`src/aux_monitor_pkg.sv`:
```
// Constants shared by the auxiliary converter and battery monitor logic.
package aux_monitor_pkg;

  // ===========================================================================
  // Register addresses
  localparam logic [6:0] ADDR_CONV_CONFIG   = 7'h0f;
  localparam logic [6:0] ADDR_SENSOR_OFFSET = 7'h10;
  localparam logic [6:0] ADDR_CONV_RESULT   = 7'h11;
  localparam logic [6:0] ADDR_THERMAL_CTRL  = 7'h12;
  localparam logic [6:0] ADDR_THERMAL_OFFS  = 7'h13;
  localparam logic [6:0] ADDR_BAT_THRESHOLD = 7'h1a;
  localparam logic [6:0] ADDR_BAT_LEVEL     = 7'h1b;

  // ===========================================================================
  // Field positions
  localparam int unsigned CFG_GO_BIT      = 7;
  localparam int unsigned CFG_INPUT_LSB   = 4;
  localparam int unsigned CFG_REF_LSB     = 2;
  localparam int unsigned CFG_GAIN_LSB    = 0;
  localparam int unsigned TSC_RANGE_LSB   = 6;
  localparam int unsigned TSC_DIGOFFS_BIT = 5;
  localparam int unsigned TSC_ATRIM_BIT   = 4;
  localparam int unsigned TSC_TRIM_LSB    = 2;
  localparam int unsigned TSC_BGTRIM_LSB  = 0;

  // ===========================================================================
  // Reset values and codes
  localparam logic [6:0] CFG_RESET          = 7'h00;
  localparam logic [3:0] SENSOR_OFFS_RESET  = 4'h0;
  localparam logic [7:0] THERMAL_CTRL_RESET = 8'h20;
  localparam logic [7:0] THERMAL_OFFS_RESET = 8'h00;
  localparam logic [4:0] BAT_THRESH_RESET   = 5'h14;
  localparam logic [2:0] INPUT_TEMP_SENSOR  = 3'h0;
  localparam logic [7:0] RESULT_MAX         = 8'hff;

  // ===========================================================================
  // Timing
  localparam int unsigned CLK_MHZ        = 100;
  localparam int unsigned CONV_TIME_US   = 350;
  localparam int unsigned BAT_PERIOD_MS  = 1000;
  localparam int unsigned BAT_ON_TIME_US = 250;
  localparam int unsigned CONV_CYCLES    = CONV_TIME_US * CLK_MHZ;
  localparam int unsigned BAT_PERIOD_CYCLES = BAT_PERIOD_MS * 1000 * CLK_MHZ;
  localparam int unsigned BAT_ON_CYCLES  = BAT_ON_TIME_US * CLK_MHZ;
  localparam int unsigned LOW_READINGS   = 4;

endpackage : aux_monitor_pkg

```
`src/aux_monitor.sv`:
```
// Auxiliary converter control, temperature readout and battery monitor.
`timescale 1ns/100ps
`default_nettype none
// Overview of operation
// - Go flag reads busy, self-clears at end.
// - Conversion completes within 350 microseconds.
// - Result held in read-only result register.
// - Input and reference selected by config fields.
// - Result is an 8-bit unsigned code.
// - Bridge amplifier gain from config field.
// - Supply-dependent offset from sensor offset field.
// - Sensor powered only when selected or on bus.
// - Range field scales temperature; relative test mode.
// - Digital offset added to result when enabled.
// - Analog trim applied to sensor when enabled.
// - Writable 5-bit battery threshold, resets to 14h.
// - Interrupt output asserts low when enabled.
// - Four consecutive low readings raise the event.
// - Battery sensed every second for 250 microseconds.
// - Battery level 5-bit, upper bits read zero.
// - Level code steps 50 mV from 1.7 V.
// - Sleep monitoring starts the RC oscillator.
module aux_monitor
  import aux_monitor_pkg::*;
#(
  parameter int unsigned CONV_CYC       = aux_monitor_pkg::CONV_CYCLES,
  parameter int unsigned BAT_PERIOD_CYC = aux_monitor_pkg::BAT_PERIOD_CYCLES,
  parameter int unsigned BAT_ON_CYC     = aux_monitor_pkg::BAT_ON_CYCLES
) (
  input  wire logic       core_clk,
  input  wire logic       nrst,
  // Register access port.
  input  wire logic [6:0] reg_addr,
  input  wire logic       reg_wr_en,
  input  wire logic [7:0] reg_wr_data,
  input  wire logic       reg_rd_en,
  output logic      [7:0] reg_rd_data,
  // General purpose converter.
  input  wire logic [7:0] conv_raw_code,
  output logic            conv_active,
  output logic      [2:0] conv_input_sel,
  output logic      [1:0] conv_ref_sel,
  output logic      [1:0] bridge_amp_gain,
  output logic      [3:0] supply_offset_trim,
  // Temperature sensor.
  input  wire logic       temp_on_test_bus,
  input  wire logic       relative_temp_mode,
  output logic            temp_sensor_power,
  output logic      [1:0] thermal_range_sel,
  output logic            temp_relative_out,
  output logic            analog_trim_en,
  output logic      [1:0] analog_temp_trim,
  output logic      [1:0] bandgap_trim,
  // Battery monitor.
  input  wire logic       battery_monitor_en,
  input  wire logic       sleep_mode,
  input  wire logic       battery_irq_en,
  input  wire logic       battery_irq_ack,
  input  wire logic [4:0] battery_raw_code,
  output logic            battery_sense_power,
  output logic            rc_osc_en,
  output logic            battery_low_event,
  output logic            interrupt_out_n
);

  import aux_monitor_pkg::*;

  // ===========================================================================
  // Declarations
  logic [2:0] input_sel_q;
  logic [1:0] ref_sel_q;
  logic [1:0] gain_q;
  logic [3:0] soffs_q;
  logic [7:0] tsc_q;
  logic [7:0] tvoffs_q;
  logic [4:0] threshold_q;
  logic [4:0] level_q;
  logic [7:0] result_q;
  logic [7:0] rd_data_q;
  logic [7:0] rd_data_d;
  logic       pend_q;
  logic [31:0] period_q;
  logic       conv_start;
  logic       conv_busy;
  logic       conv_done;
  logic [8:0] offset_sum;
  logic [7:0] result_d;
  logic       bat_tick;
  logic       bat_busy;
  logic       bat_done;
  logic       bat_low;
  logic       bat_trigger;
  logic       bat_reading;
  logic       wr_cfg;
  logic       wr_soffs;
  logic       wr_tsc;
  logic       wr_tvoffs;
  logic       wr_thresh;

  // ===========================================================================
  // Write decode
  // Writes to unknown addresses select no register and are ignored.
  always_comb begin
    wr_cfg    = 1'b0;
    wr_soffs  = 1'b0;
    wr_tsc    = 1'b0;
    wr_tvoffs = 1'b0;
    wr_thresh = 1'b0;
    if (!reg_wr_en) begin
      wr_cfg = 1'b0;
    end else if (reg_addr == ADDR_CONV_CONFIG) begin
      wr_cfg = 1'b1;
    end else if (reg_addr == ADDR_SENSOR_OFFSET) begin
      wr_soffs = 1'b1;
    end else if (reg_addr == ADDR_THERMAL_CTRL) begin
      wr_tsc = 1'b1;
    end else if (reg_addr == ADDR_THERMAL_OFFS) begin
      wr_tvoffs = 1'b1;
    end else if (reg_addr == ADDR_BAT_THRESHOLD) begin
      wr_thresh = 1'b1;
    end
  end

  // ===========================================================================
  // Conversion configuration fields
  always_ff @(posedge core_clk) begin
    if (!nrst) begin
      input_sel_q <= CFG_RESET[CFG_INPUT_LSB +: 3];
      ref_sel_q   <= CFG_RESET[CFG_REF_LSB +: 2];
      gain_q      <= CFG_RESET[CFG_GAIN_LSB +: 2];
    end else if (wr_cfg) begin
      input_sel_q <= reg_wr_data[CFG_INPUT_LSB +: 3];
      ref_sel_q   <= reg_wr_data[CFG_REF_LSB +: 2];
      gain_q      <= reg_wr_data[CFG_GAIN_LSB +: 2];
    end
  end

  // Go bit written as one starts a conversion; the timer drops it if busy.
  assign conv_start = wr_cfg && reg_wr_data[CFG_GO_BIT];

  // ===========================================================================
  // Sensor offset and temperature control
  always_ff @(posedge core_clk) begin
    if (!nrst) begin
      soffs_q <= SENSOR_OFFS_RESET;
    end else if (wr_soffs) begin
      soffs_q <= reg_wr_data[3:0];
    end
  end

  always_ff @(posedge core_clk) begin
    if (!nrst) begin
      tsc_q <= THERMAL_CTRL_RESET;
    end else if (wr_tsc) begin
      tsc_q <= reg_wr_data;
    end
  end

  always_ff @(posedge core_clk) begin
    if (!nrst) begin
      tvoffs_q <= THERMAL_OFFS_RESET;
    end else if (wr_tvoffs) begin
      tvoffs_q <= reg_wr_data;
    end
  end

  always_ff @(posedge core_clk) begin
    if (!nrst) begin
      threshold_q <= BAT_THRESH_RESET;
    end else if (wr_thresh) begin
      threshold_q <= reg_wr_data[4:0];
    end
  end

  // ===========================================================================
  // Conversion timing
  // Both timers count every clock, so host access timing never stretches them.
  // Config fields may change mid-conversion; only a second go is refused.
  duration_timer #(
    .CYCLES (CONV_CYC)
  ) u_conv_timer (
    .core_clk (core_clk),
    .nrst     (nrst),
    .start    (conv_start),
    .busy     (conv_busy),
    .done     (conv_done)
  );

  // The digital offset saturates so a hot reading never wraps to cold.
  always_comb begin
    offset_sum = {1'b0, conv_raw_code} + {1'b0, tvoffs_q};
    result_d   = conv_raw_code;
    if (tsc_q[TSC_DIGOFFS_BIT]) begin
      if (offset_sum[8]) begin
        result_d = RESULT_MAX;
      end else begin
        result_d = offset_sum[7:0];
      end
    end
  end

  // The result is captured on the same edge at which busy drops.
  always_ff @(posedge core_clk) begin
    if (!nrst) begin
      result_q <= 8'h00;
    end else if (conv_done) begin
      result_q <= result_d;
    end
  end

  assign conv_active        = conv_busy;
  assign conv_input_sel     = input_sel_q;
  assign conv_ref_sel       = ref_sel_q;
  assign bridge_amp_gain    = gain_q;
  assign supply_offset_trim = soffs_q;

  // ===========================================================================
  // Temperature sensor controls
  // The sensor is powered only while something can read it.
  assign temp_sensor_power = (input_sel_q == INPUT_TEMP_SENSOR)
                             || temp_on_test_bus;
  assign thermal_range_sel = tsc_q[TSC_RANGE_LSB +: 2];
  assign temp_relative_out = relative_temp_mode;
  assign analog_trim_en    = tsc_q[TSC_ATRIM_BIT];
  // Trim bits reach the sensor only while the analog trim is enabled.
  for (genvar b = 0; b < 2; b++) begin : g_trim
    assign analog_temp_trim[b] = tsc_q[TSC_ATRIM_BIT]
                                 && tsc_q[TSC_TRIM_LSB + b];
  end
  assign bandgap_trim      = tsc_q[TSC_BGTRIM_LSB +: 2];

  // ===========================================================================
  // Battery measurement period
  // The counter restarts while the monitor is off, so the first reading comes
  // a full period plus one sense window after enable.
  always_ff @(posedge core_clk) begin
    if (!nrst) begin
      period_q <= 32'h0;
    end else if (!battery_monitor_en) begin
      period_q <= 32'h0;
    end else if (period_q == 32'(BAT_PERIOD_CYC - 1)) begin
      period_q <= 32'h0;
    end else begin
      period_q <= period_q + 32'h1;
    end
  end

  assign bat_tick = battery_monitor_en
                    && (period_q == 32'(BAT_PERIOD_CYC - 1));

  duration_timer #(
    .CYCLES (BAT_ON_CYC)
  ) u_bat_timer (
    .core_clk (core_clk),
    .nrst     (nrst),
    .start    (bat_tick),
    .busy     (bat_busy),
    .done     (bat_done)
  );

  assign battery_sense_power = bat_busy && battery_monitor_en;
  assign rc_osc_en           = battery_monitor_en && sleep_mode;

  // One reading is taken at the end of each sense window.
  assign bat_reading = bat_done && battery_monitor_en;

  // Level code is taken from the sensing converter at window end.
  // It keeps the last reading while the monitor is off.
  always_ff @(posedge core_clk) begin
    if (!nrst) begin
      level_q <= 5'h00;
    end else if (bat_reading) begin
      level_q <= battery_raw_code;
    end
  end

  assign bat_low = battery_raw_code < threshold_q;

  low_reading_filter #(
    .NEED (LOW_READINGS)
  ) u_low_filter (
    .core_clk      (core_clk),
    .nrst          (nrst),
    .reading_valid (bat_reading),
    .reading_low   (bat_low),
    .trigger       (bat_trigger)
  );

  assign battery_low_event = bat_trigger;

  // ===========================================================================
  // Interrupt pending flag
  // A new event in the same cycle as an acknowledge keeps the flag set.
  always_ff @(posedge core_clk) begin
    if (!nrst) begin
      pend_q <= 1'b0;
    end else if (bat_trigger) begin
      pend_q <= 1'b1;
    end else if (battery_irq_ack) begin
      pend_q <= 1'b0;
    end
  end

  assign interrupt_out_n = !(pend_q && battery_irq_en);

  // ===========================================================================
  // Read decode
  // Unmapped addresses read as zero.
  always_comb begin
    rd_data_d = 8'h00;
    if (reg_addr == ADDR_CONV_CONFIG) begin
      rd_data_d = {conv_busy, input_sel_q, ref_sel_q, gain_q};
    end else if (reg_addr == ADDR_SENSOR_OFFSET) begin
      rd_data_d = {4'h0, soffs_q};
    end else if (reg_addr == ADDR_CONV_RESULT) begin
      rd_data_d = result_q;
    end else if (reg_addr == ADDR_THERMAL_CTRL) begin
      rd_data_d = tsc_q;
    end else if (reg_addr == ADDR_THERMAL_OFFS) begin
      rd_data_d = tvoffs_q;
    end else if (reg_addr == ADDR_BAT_THRESHOLD) begin
      rd_data_d = {3'h0, threshold_q};
    end else if (reg_addr == ADDR_BAT_LEVEL) begin
      rd_data_d = {3'h0, level_q};
    end
  end

  always_ff @(posedge core_clk) begin
    if (!nrst) begin
      rd_data_q <= 8'h00;
    end else if (reg_rd_en) begin
      rd_data_q <= rd_data_d;
    end
  end

  assign reg_rd_data = rd_data_q;

endmodule : aux_monitor
`default_nettype wire

```
`src/duration_timer.sv`:
```
// One-shot timer that stays busy for a fixed number of clock cycles.
`timescale 1ns/100ps
`default_nettype none
module duration_timer #(
  parameter int unsigned CYCLES = 1
) (
  input  wire logic core_clk,
  input  wire logic nrst,
  input  wire logic start,
  output logic      busy,
  output logic      done
);

  logic [31:0] cnt_q;
  logic        busy_q;

  // A start while busy is ignored.
  always_ff @(posedge core_clk) begin
    if (!nrst) begin
      busy_q <= 1'b0;
      cnt_q  <= 32'h0;
    end else if (start && !busy_q) begin
      busy_q <= 1'b1;
      cnt_q  <= 32'(CYCLES - 1);
    end else if (busy_q) begin
      if (cnt_q == 32'h0) begin
        busy_q <= 1'b0;
      end else begin
        cnt_q <= cnt_q - 32'h1;
      end
    end
  end

  assign busy = busy_q;
  assign done = busy_q && (cnt_q == 32'h0);

endmodule : duration_timer
`default_nettype wire

```
`src/low_reading_filter.sv`:
```
// Counts consecutive low battery readings and flags a run of the set length.
`timescale 1ns/100ps
`default_nettype none
module low_reading_filter #(
  parameter int unsigned NEED = 4
) (
  input  wire logic core_clk,
  input  wire logic nrst,
  input  wire logic reading_valid,
  input  wire logic reading_low,
  output logic      trigger
);

  logic [3:0] run_q;

  always_ff @(posedge core_clk) begin
    if (!nrst) begin
      run_q <= 4'h0;
    end else if (reading_valid) begin
      if (!reading_low) begin
        run_q <= 4'h0;
      end else if (run_q != 4'(NEED)) begin
        run_q <= run_q + 4'h1;
      end
    end
  end

  assign trigger = reading_valid && reading_low && (run_q == 4'(NEED - 1));

endmodule : low_reading_filter
`default_nettype wire

```
`config.mk`:
```
export PLATFORM = sky130hd
export DESIGN_NAME = aux_monitor
export DESIGN_NICKNAME = d
export VERILOG_FILES = /design/src/aux_monitor_pkg.sv /design/src/aux_monitor.sv /design/src/duration_timer.sv /design/src/low_reading_filter.sv
export SDC_FILE = /design/constraint.sdc
export NUM_CORES = 1
export LEC_CHECK = 0
export BUFFER_PORTS_ARGS = -buffer_cell sky130_fd_sc_hd__buf_4
export CORE_MARGIN = 2
export CORE_UTILIZATION = 54
export DETAILED_ROUTE_END_ITERATION = 10
export HOLD_SLACK_MARGIN = 0.15
export PLACE_DENSITY_LB_ADDON = 0.2
export SLEW_MARGIN = 10
export SYNTH_ARGS = -nofsm -noshare
export SYNTH_HDL_FRONTEND = slang
export SYNTH_SLANG_ARGS = --single-unit
export TNS_END_PERCENT = 10
```
`constraint.sdc`:
```
create_clock -name core_clk -period 2.2 [get_ports core_clk]
set_input_delay 0 -clock core_clk [delete_from_list [all_inputs] [get_ports core_clk]]
set_output_delay 0 -clock core_clk [all_outputs]
set_load 0.05 [all_outputs]
```
# Yosys cells after proc, flatten, opt, wreduce, memory -nomap -nowiden
# Index checks and enable logic that the tools add are counted.
# op_classes
n_lt_le_gt_ge	1
n_eq_ne	13
n_reduce_logical	32
n_mux	45
n_bitwise	4
add_sub_neg	5
# op_table
op	n
logical NOT 32 bit	2
subtractor 32 x 1 -> 32 bit, second input constant	2
two-way mux 8 bit	7
two-way mux 16 bit	3
two-way mux 15 bit	3
== test 7 x 5 -> 1 bit, second input constant	6
adder 32 x 1 -> 32 bit, second input constant	1
== test 32 x 27 -> 1 bit, second input constant	1
two-way mux 1 bit	28
logical AND 1 bit	14
two-way mux 5 bit	2
AND reduction 2 bit	5
adder 8 x 8 -> 9 bit	1
two-way mux 4 bit	2
== test 7 x 4 -> 1 bit, second input constant	1
nonzero test 2 bit	3
less-than comparator 5 bit	1
adder 4 x 1 -> 4 bit, second input constant	1
== test 4 x 2 -> 1 bit, second input constant	1
!= test 2 x 1 -> 1 bit, second input constant	2
!= test 4 x 3 -> 1 bit, second input constant	1
NOT 1 bit	4
OR reduction 2 bit	2
logical NOT 1 bit	3
4 further kinds	4
# word_totals
out_inout_bits	33
reg_bits	156
input_bits	38
elab_cells	119

# Longest topological paths before layout
# logic_depth
word_depth	8
mapped_depth	8
mapped_depth_nobuf	7

# Modules after synthesis
# Synthesis repeated with hierarchy kept, for this count alone.
# unflattened
cells_unflattened	941
area_unflattened_um2	8207.9
# by_module_without_submodules
mod	area_each_um2	cells_per_inst	seq_area_each_um2	instances
aux_monitor	4493.1	500	1721.7	1
duration_timer at u_bat_timer	1734.2	202	660.6	1
duration_timer at u_conv_timer	1725.4	210	660.6	1
low_reading_filter	255.2	29	80.1	1

# Worst setup path after synthesis
# Ideal clock, no wire load.
# synth_path
path_type	register to register
startpoint	reg u_bat_timer.cnt_q[24]
endpoint	reg u_bat_timer.cnt_q[1]
path_buffers	2
t_arrival_ns	2.298
setup_ns	0.095
slack_ns	-0.194
synth_period_minus_slack_ns	2.394
stages_incl_launch_ff	8
cell_sequence	dfxtp_1 or4_4 nand2b_1 buf_6 nor4_1 buf_2 mux2_2 a221oi_1
# synth_between
elab_chain_cells	3
# synth_lines
item	line_no	rtl
start, declared	duration_timer.sv:14	logic [31:0] cnt_q;
start signal, assigned	duration_timer.sv:24	cnt_q <= 32'(CYCLES - 1);
start signal, assigned	duration_timer.sv:29	cnt_q <= cnt_q - 32'h1;
logical NOT 32 bit	duration_timer.sv:26	if (cnt_q == 32'h0) begin
!= test 2 x 1 -> 1 bit (no source line)	-	
AND reduction 2 bit (no source line)	-	
# No other way between the ends.
# A chain may end at the register's enable or synchronous reset.

# Worst setup path after layout
# layout_path
startpoint	reg period_q[27]
endpoint	reg u_bat_timer.cnt_q[7]
# layout_between
elab_chain_cells	5
elab_cells_between_ends	7
cone_classes	eq/ne (2); mux (1); reduce/logical (4)
# layout_lines
item	line_no	rtl
start, declared	aux_monitor.sv:82	logic [31:0] period_q;
start signal, assigned	aux_monitor.sv:244	period_q <= period_q + 32'h1;
== test 32 x 27 -> 1 bit (*)	aux_monitor.sv:249	&& (period_q == 32'(BAT_PERIOD_CYC - 1));
logical AND 1 bit (*)	aux_monitor.sv:249	
logical AND 1 bit (*)	duration_timer.sv:22	end else if (start && !busy_q) begin
!= test 2 x 1 -> 1 bit (no source line) / nonzero test 2 bit (equally long branches)	-	
AND reduction 2 bit (no source line)	-	
# Every way passes the cells marked *; elsewhere a longest branch is shown, timed or not.

==> results.md <==
* Max Slew Vio Count at 0
* Top post-synthesis cells by area: dfxtp_1 39%, a21oi_1 5.2%, nor2_1 3.9%, nand3_1 3.3%, mux2i_1 3.2%
* Fin crit period at 2310 ps
* Design area at 0.0107 mm²
* XOR/XNOR Fraction of Synth Area at 0.0315
* Wirelength per Cell at 16.8 µm
* Sequential fraction of the synthesis area at 0.387
* Area Overhead vs Synth at 32.4%
* Core Box Area at 0.0146 mm²
* Slew @ Worst Pin at 757 ps
* R2R Setup Slk at -110 ps
* Largest stage delay, worst path at 540 ps
* Layout cells sized above 1 at 0.255
* Top Family by Delay on Critical Path: simple AND/OR/NAND/NOR gates
* Part of the cycle the worst path needs at 1.05
* Post-synthesis simple-gate area fraction at 0.276
* DR iter-0 viols at 609
* Max H-tree Level at 4
* Post-Layout Cell Count at 1335
* Most frequent CP cell: or4_4
* Sequential share of power at 0.469
* Initial antenna violation count at 0
* Crit path arrival time at 2650 ps
* Fin util at 0.733
* Critical Path RT at 2540 ps
* Status: finished with violations
* Share of the synthesized area in the top cell type at 0.387
* ANT cells at 0
* Post-Syn Area at 0.00807 mm²
* Final antenna-violating net count at 0
* Share of synthesized registers carrying an async set or reset at 0
* Rel. slew slack at 0.489
* Die Y at 126 µm
* Post-synth EDFFs at 0
* Synthesized flop and latch total at 156
* Syn_area_per_cell at 8.51 µm²
* Fmax at 0.434 GHz
* DP Wirelength at 14400 µm
* Largest net degree at the start of global routing at 46
* Die area at 0.0159 mm²
* Top Ports at 71
* Largest area contributor in the synthesized netlist: dfxtp_1
* I/O Buffers at 68
* Failing checks: setup timing
* Main flop type after synthesis: dfxtp_1
* Post-Syn Nets at 1005
* Cts bufs inserted at 17
* Critical-path cell list: or4_4 > or4_4 > buf_6 > nor4_4 > and4b_1 > nor3_2
* CP endpoint kind: flip-flop
* CP Class: reg2reg
* Clk buf depth at 2
* Final hold vios at 0
* Top Layer Used: met4
* Metal3 WL at 968 µm
* Switching fraction of total power at 0.243
* PnR worst setup slack at -107 ps
* Number of unique standard cell types used by synthesis at 71
* Placed instance count at 1248
* Most frequent cells in the layout: 172 x buf_4, 147 x dfxtp_1, 83 x a21oi_1, 82 x nor2_1, 59 x nand2_1
* Mux contribution to synthesized area at 0.0406
* First drt pass iteration count at 5
* Crit-path max FO at 5
* Final WL at 22400 µm
* DR vias/cell at 6.12
* Count of final setup violators at 11
* Mapped Cells at 949
* Hold crit path type: in2reg
* Synth Area in Adders at 0.0288
* Synth warn at 0
* First-pass GRT wire length at 35700 µm
* Internal power at 4.59 mW
* Crit-path slowest cell: or4_4
* Die W at 126 µm
* Total number of vias at 8172
* Largest family of logic cells by synthesized area: simple AND/OR/NAND/NOR gates
* Vias in the first global route at 7580
* Met2 routed WL at 11100 µm
* Floorplan row count at 44
* Worst skew pair latency at 420 ps
* PwrDens at 567 mW/mm²
* TritonCTS clock tree: built
* Worst vdd ir at 0.539 mV
* P_sw at 1.47 mW
* Most common cell after layout, fill and taps aside: buf_4
* Fillers at 1077
* Clock-pin slew on the worst setup and hold paths at 60 ps
* Clock sink count at 156
* Placed Area at 0.00936 mm²
* Nets at 1195
* Leak at 4.17 nW
* DRC at 0
* Gate power share at 0.064
* Clock Root Buffer: clkbuf_16
* GRT overflow at 0
* Max cap viols at 0
* Gpl congestion at 0.857
* M1 wire length at 9870 µm
* Initial Util at 0.553
* RSZ-0062 raised after global routing: true
* Skew final at 7.04 ps
* GR Util All Layers at 0.270
* Startpoint Class: flip-flop
* Part of the power in the clock network at 0.468
* Worst Path Buf+Inv at 1
* Compound-gate portion of the synthesized area at 0.197
## final timing paths
path / startpoint / cells past startpoint / end
hold / removal: reg_addr[4] / 4 / reg_rd_data[1]
hold reg to reg: bridge_amp_gain[0] / 2 / bridge_amp_gain[0]
setup reg to reg: period_q[27] / 6 / u_bat_timer.cnt_q[7]
setup / recovery: period_q[27] / 6 / u_bat_timer.cnt_q[7]
## power by group through the flow
stage                     sequential [mW]  combinational (mW)  clock, mW
after global placement               2.90               0.317          0
after CTS                            2.84               0.372       2.86
after global routing                 2.84               0.411       2.98
after floorplan                      2.93               0.154          0
after detailed placement             2.90               0.319          0
final                                2.84               0.386       2.84
## logic make-up after synthesis
kind of cell / after synthesis
flops: 156
compound gates: 237
buf+inv: 73
mux: 31
fa+ha+maj: 18
simple gates: 405
xor+xnor: 29
## synthesized netlist by cell type (all sizes together), types with 3 or more instances
master   count
o211ai       4
and3         8
and4         7
nor2        84
nor2b        5
mux2i       26
o31a         8
xor2        15
a211oi      11
inv         25
o2bb2ai      4
a31oi        5
nor3b        4
a41oi        3
nand2b       8
nor3        32
a221oi       6
or4b         6
a311oi       5
or2          9
ha          17
xnor2       14
clkbuf      30
buf         18
nor4        22
o41ai       10
nand2       61
nand3       53
or3         33
a21oi       84
nand4       23
o21ai       45
o221ai       3
o31ai       23
a22o         8
dfxtp      156
or4         35
mux2         4
and2         7
## tightest hold or removal path: stages
cell,delay [ps]
buf_4,80
or4b_2,140
or2_2,230
a31oi_1,100
## timing repair
item                                    in CTS  in global routing
hold buffers                                34                  1
hold endpoints to repair                    65                  3
setup buffers                               13                  8
endpoints found under the setup margin      34                 68
resized for setup                           33                 32
pin swaps                                   14                 14
## per-layer routing
metal / vias to the layer above / global-route usage
li1: 3976 / -
met1: 3920 / 0.343
met2: 232 / 0.465
met3: 44 / 0.0489
met4: 0 / 0.0886
met5: - / 0
## metrics by stage
step                      hold WS, ps  setup TNS (ps)  total power [mW]  setup slack [ps]
after CTS                         150            -460              6.07             -96.8
after global placement          0.589            -209              3.22             -71.0
after detailed placement        0.589           -1000              3.22              -124
after global routing              211           -2370              6.23              -175
after floorplan                   125           -1250              3.08             -51.7
final                             193            -487              6.06              -107
## layout make-up
class / count / area, µm² / area share
clock buffers: 19 / 443 / 0.0414
clock inverters: 12 / 114 / 0.0107
inverters: 25 / 93.8 / 0.00878
multi-input cells: 720 / 4870 / 0.456
flip-flops and latches: 156 / 3130 / 0.293
well taps: 184 / 230 / 0.0215
repair buffers: 219 / 1800 / 0.169
## registers in the layout (all words and copies together) (netlist names)
signal / flops
bridge_amp_gain: 2
conv_input_sel: 3
conv_ref_sel: 2
level_q: 5
pend_q: 1
period_q: 32
reg_rd_data: 8
result_q: 8
supply_offset_trim: 4
threshold_q: 5
tsc_q: 8
tvoffs_q: 8
u_bat_timer.busy: 1
u_bat_timer.cnt_q: 32
u_conv_timer.busy: 1
u_conv_timer.cnt_q: 32
u_low_filter.run_q: 4
(Power assumes the default switching activity.)
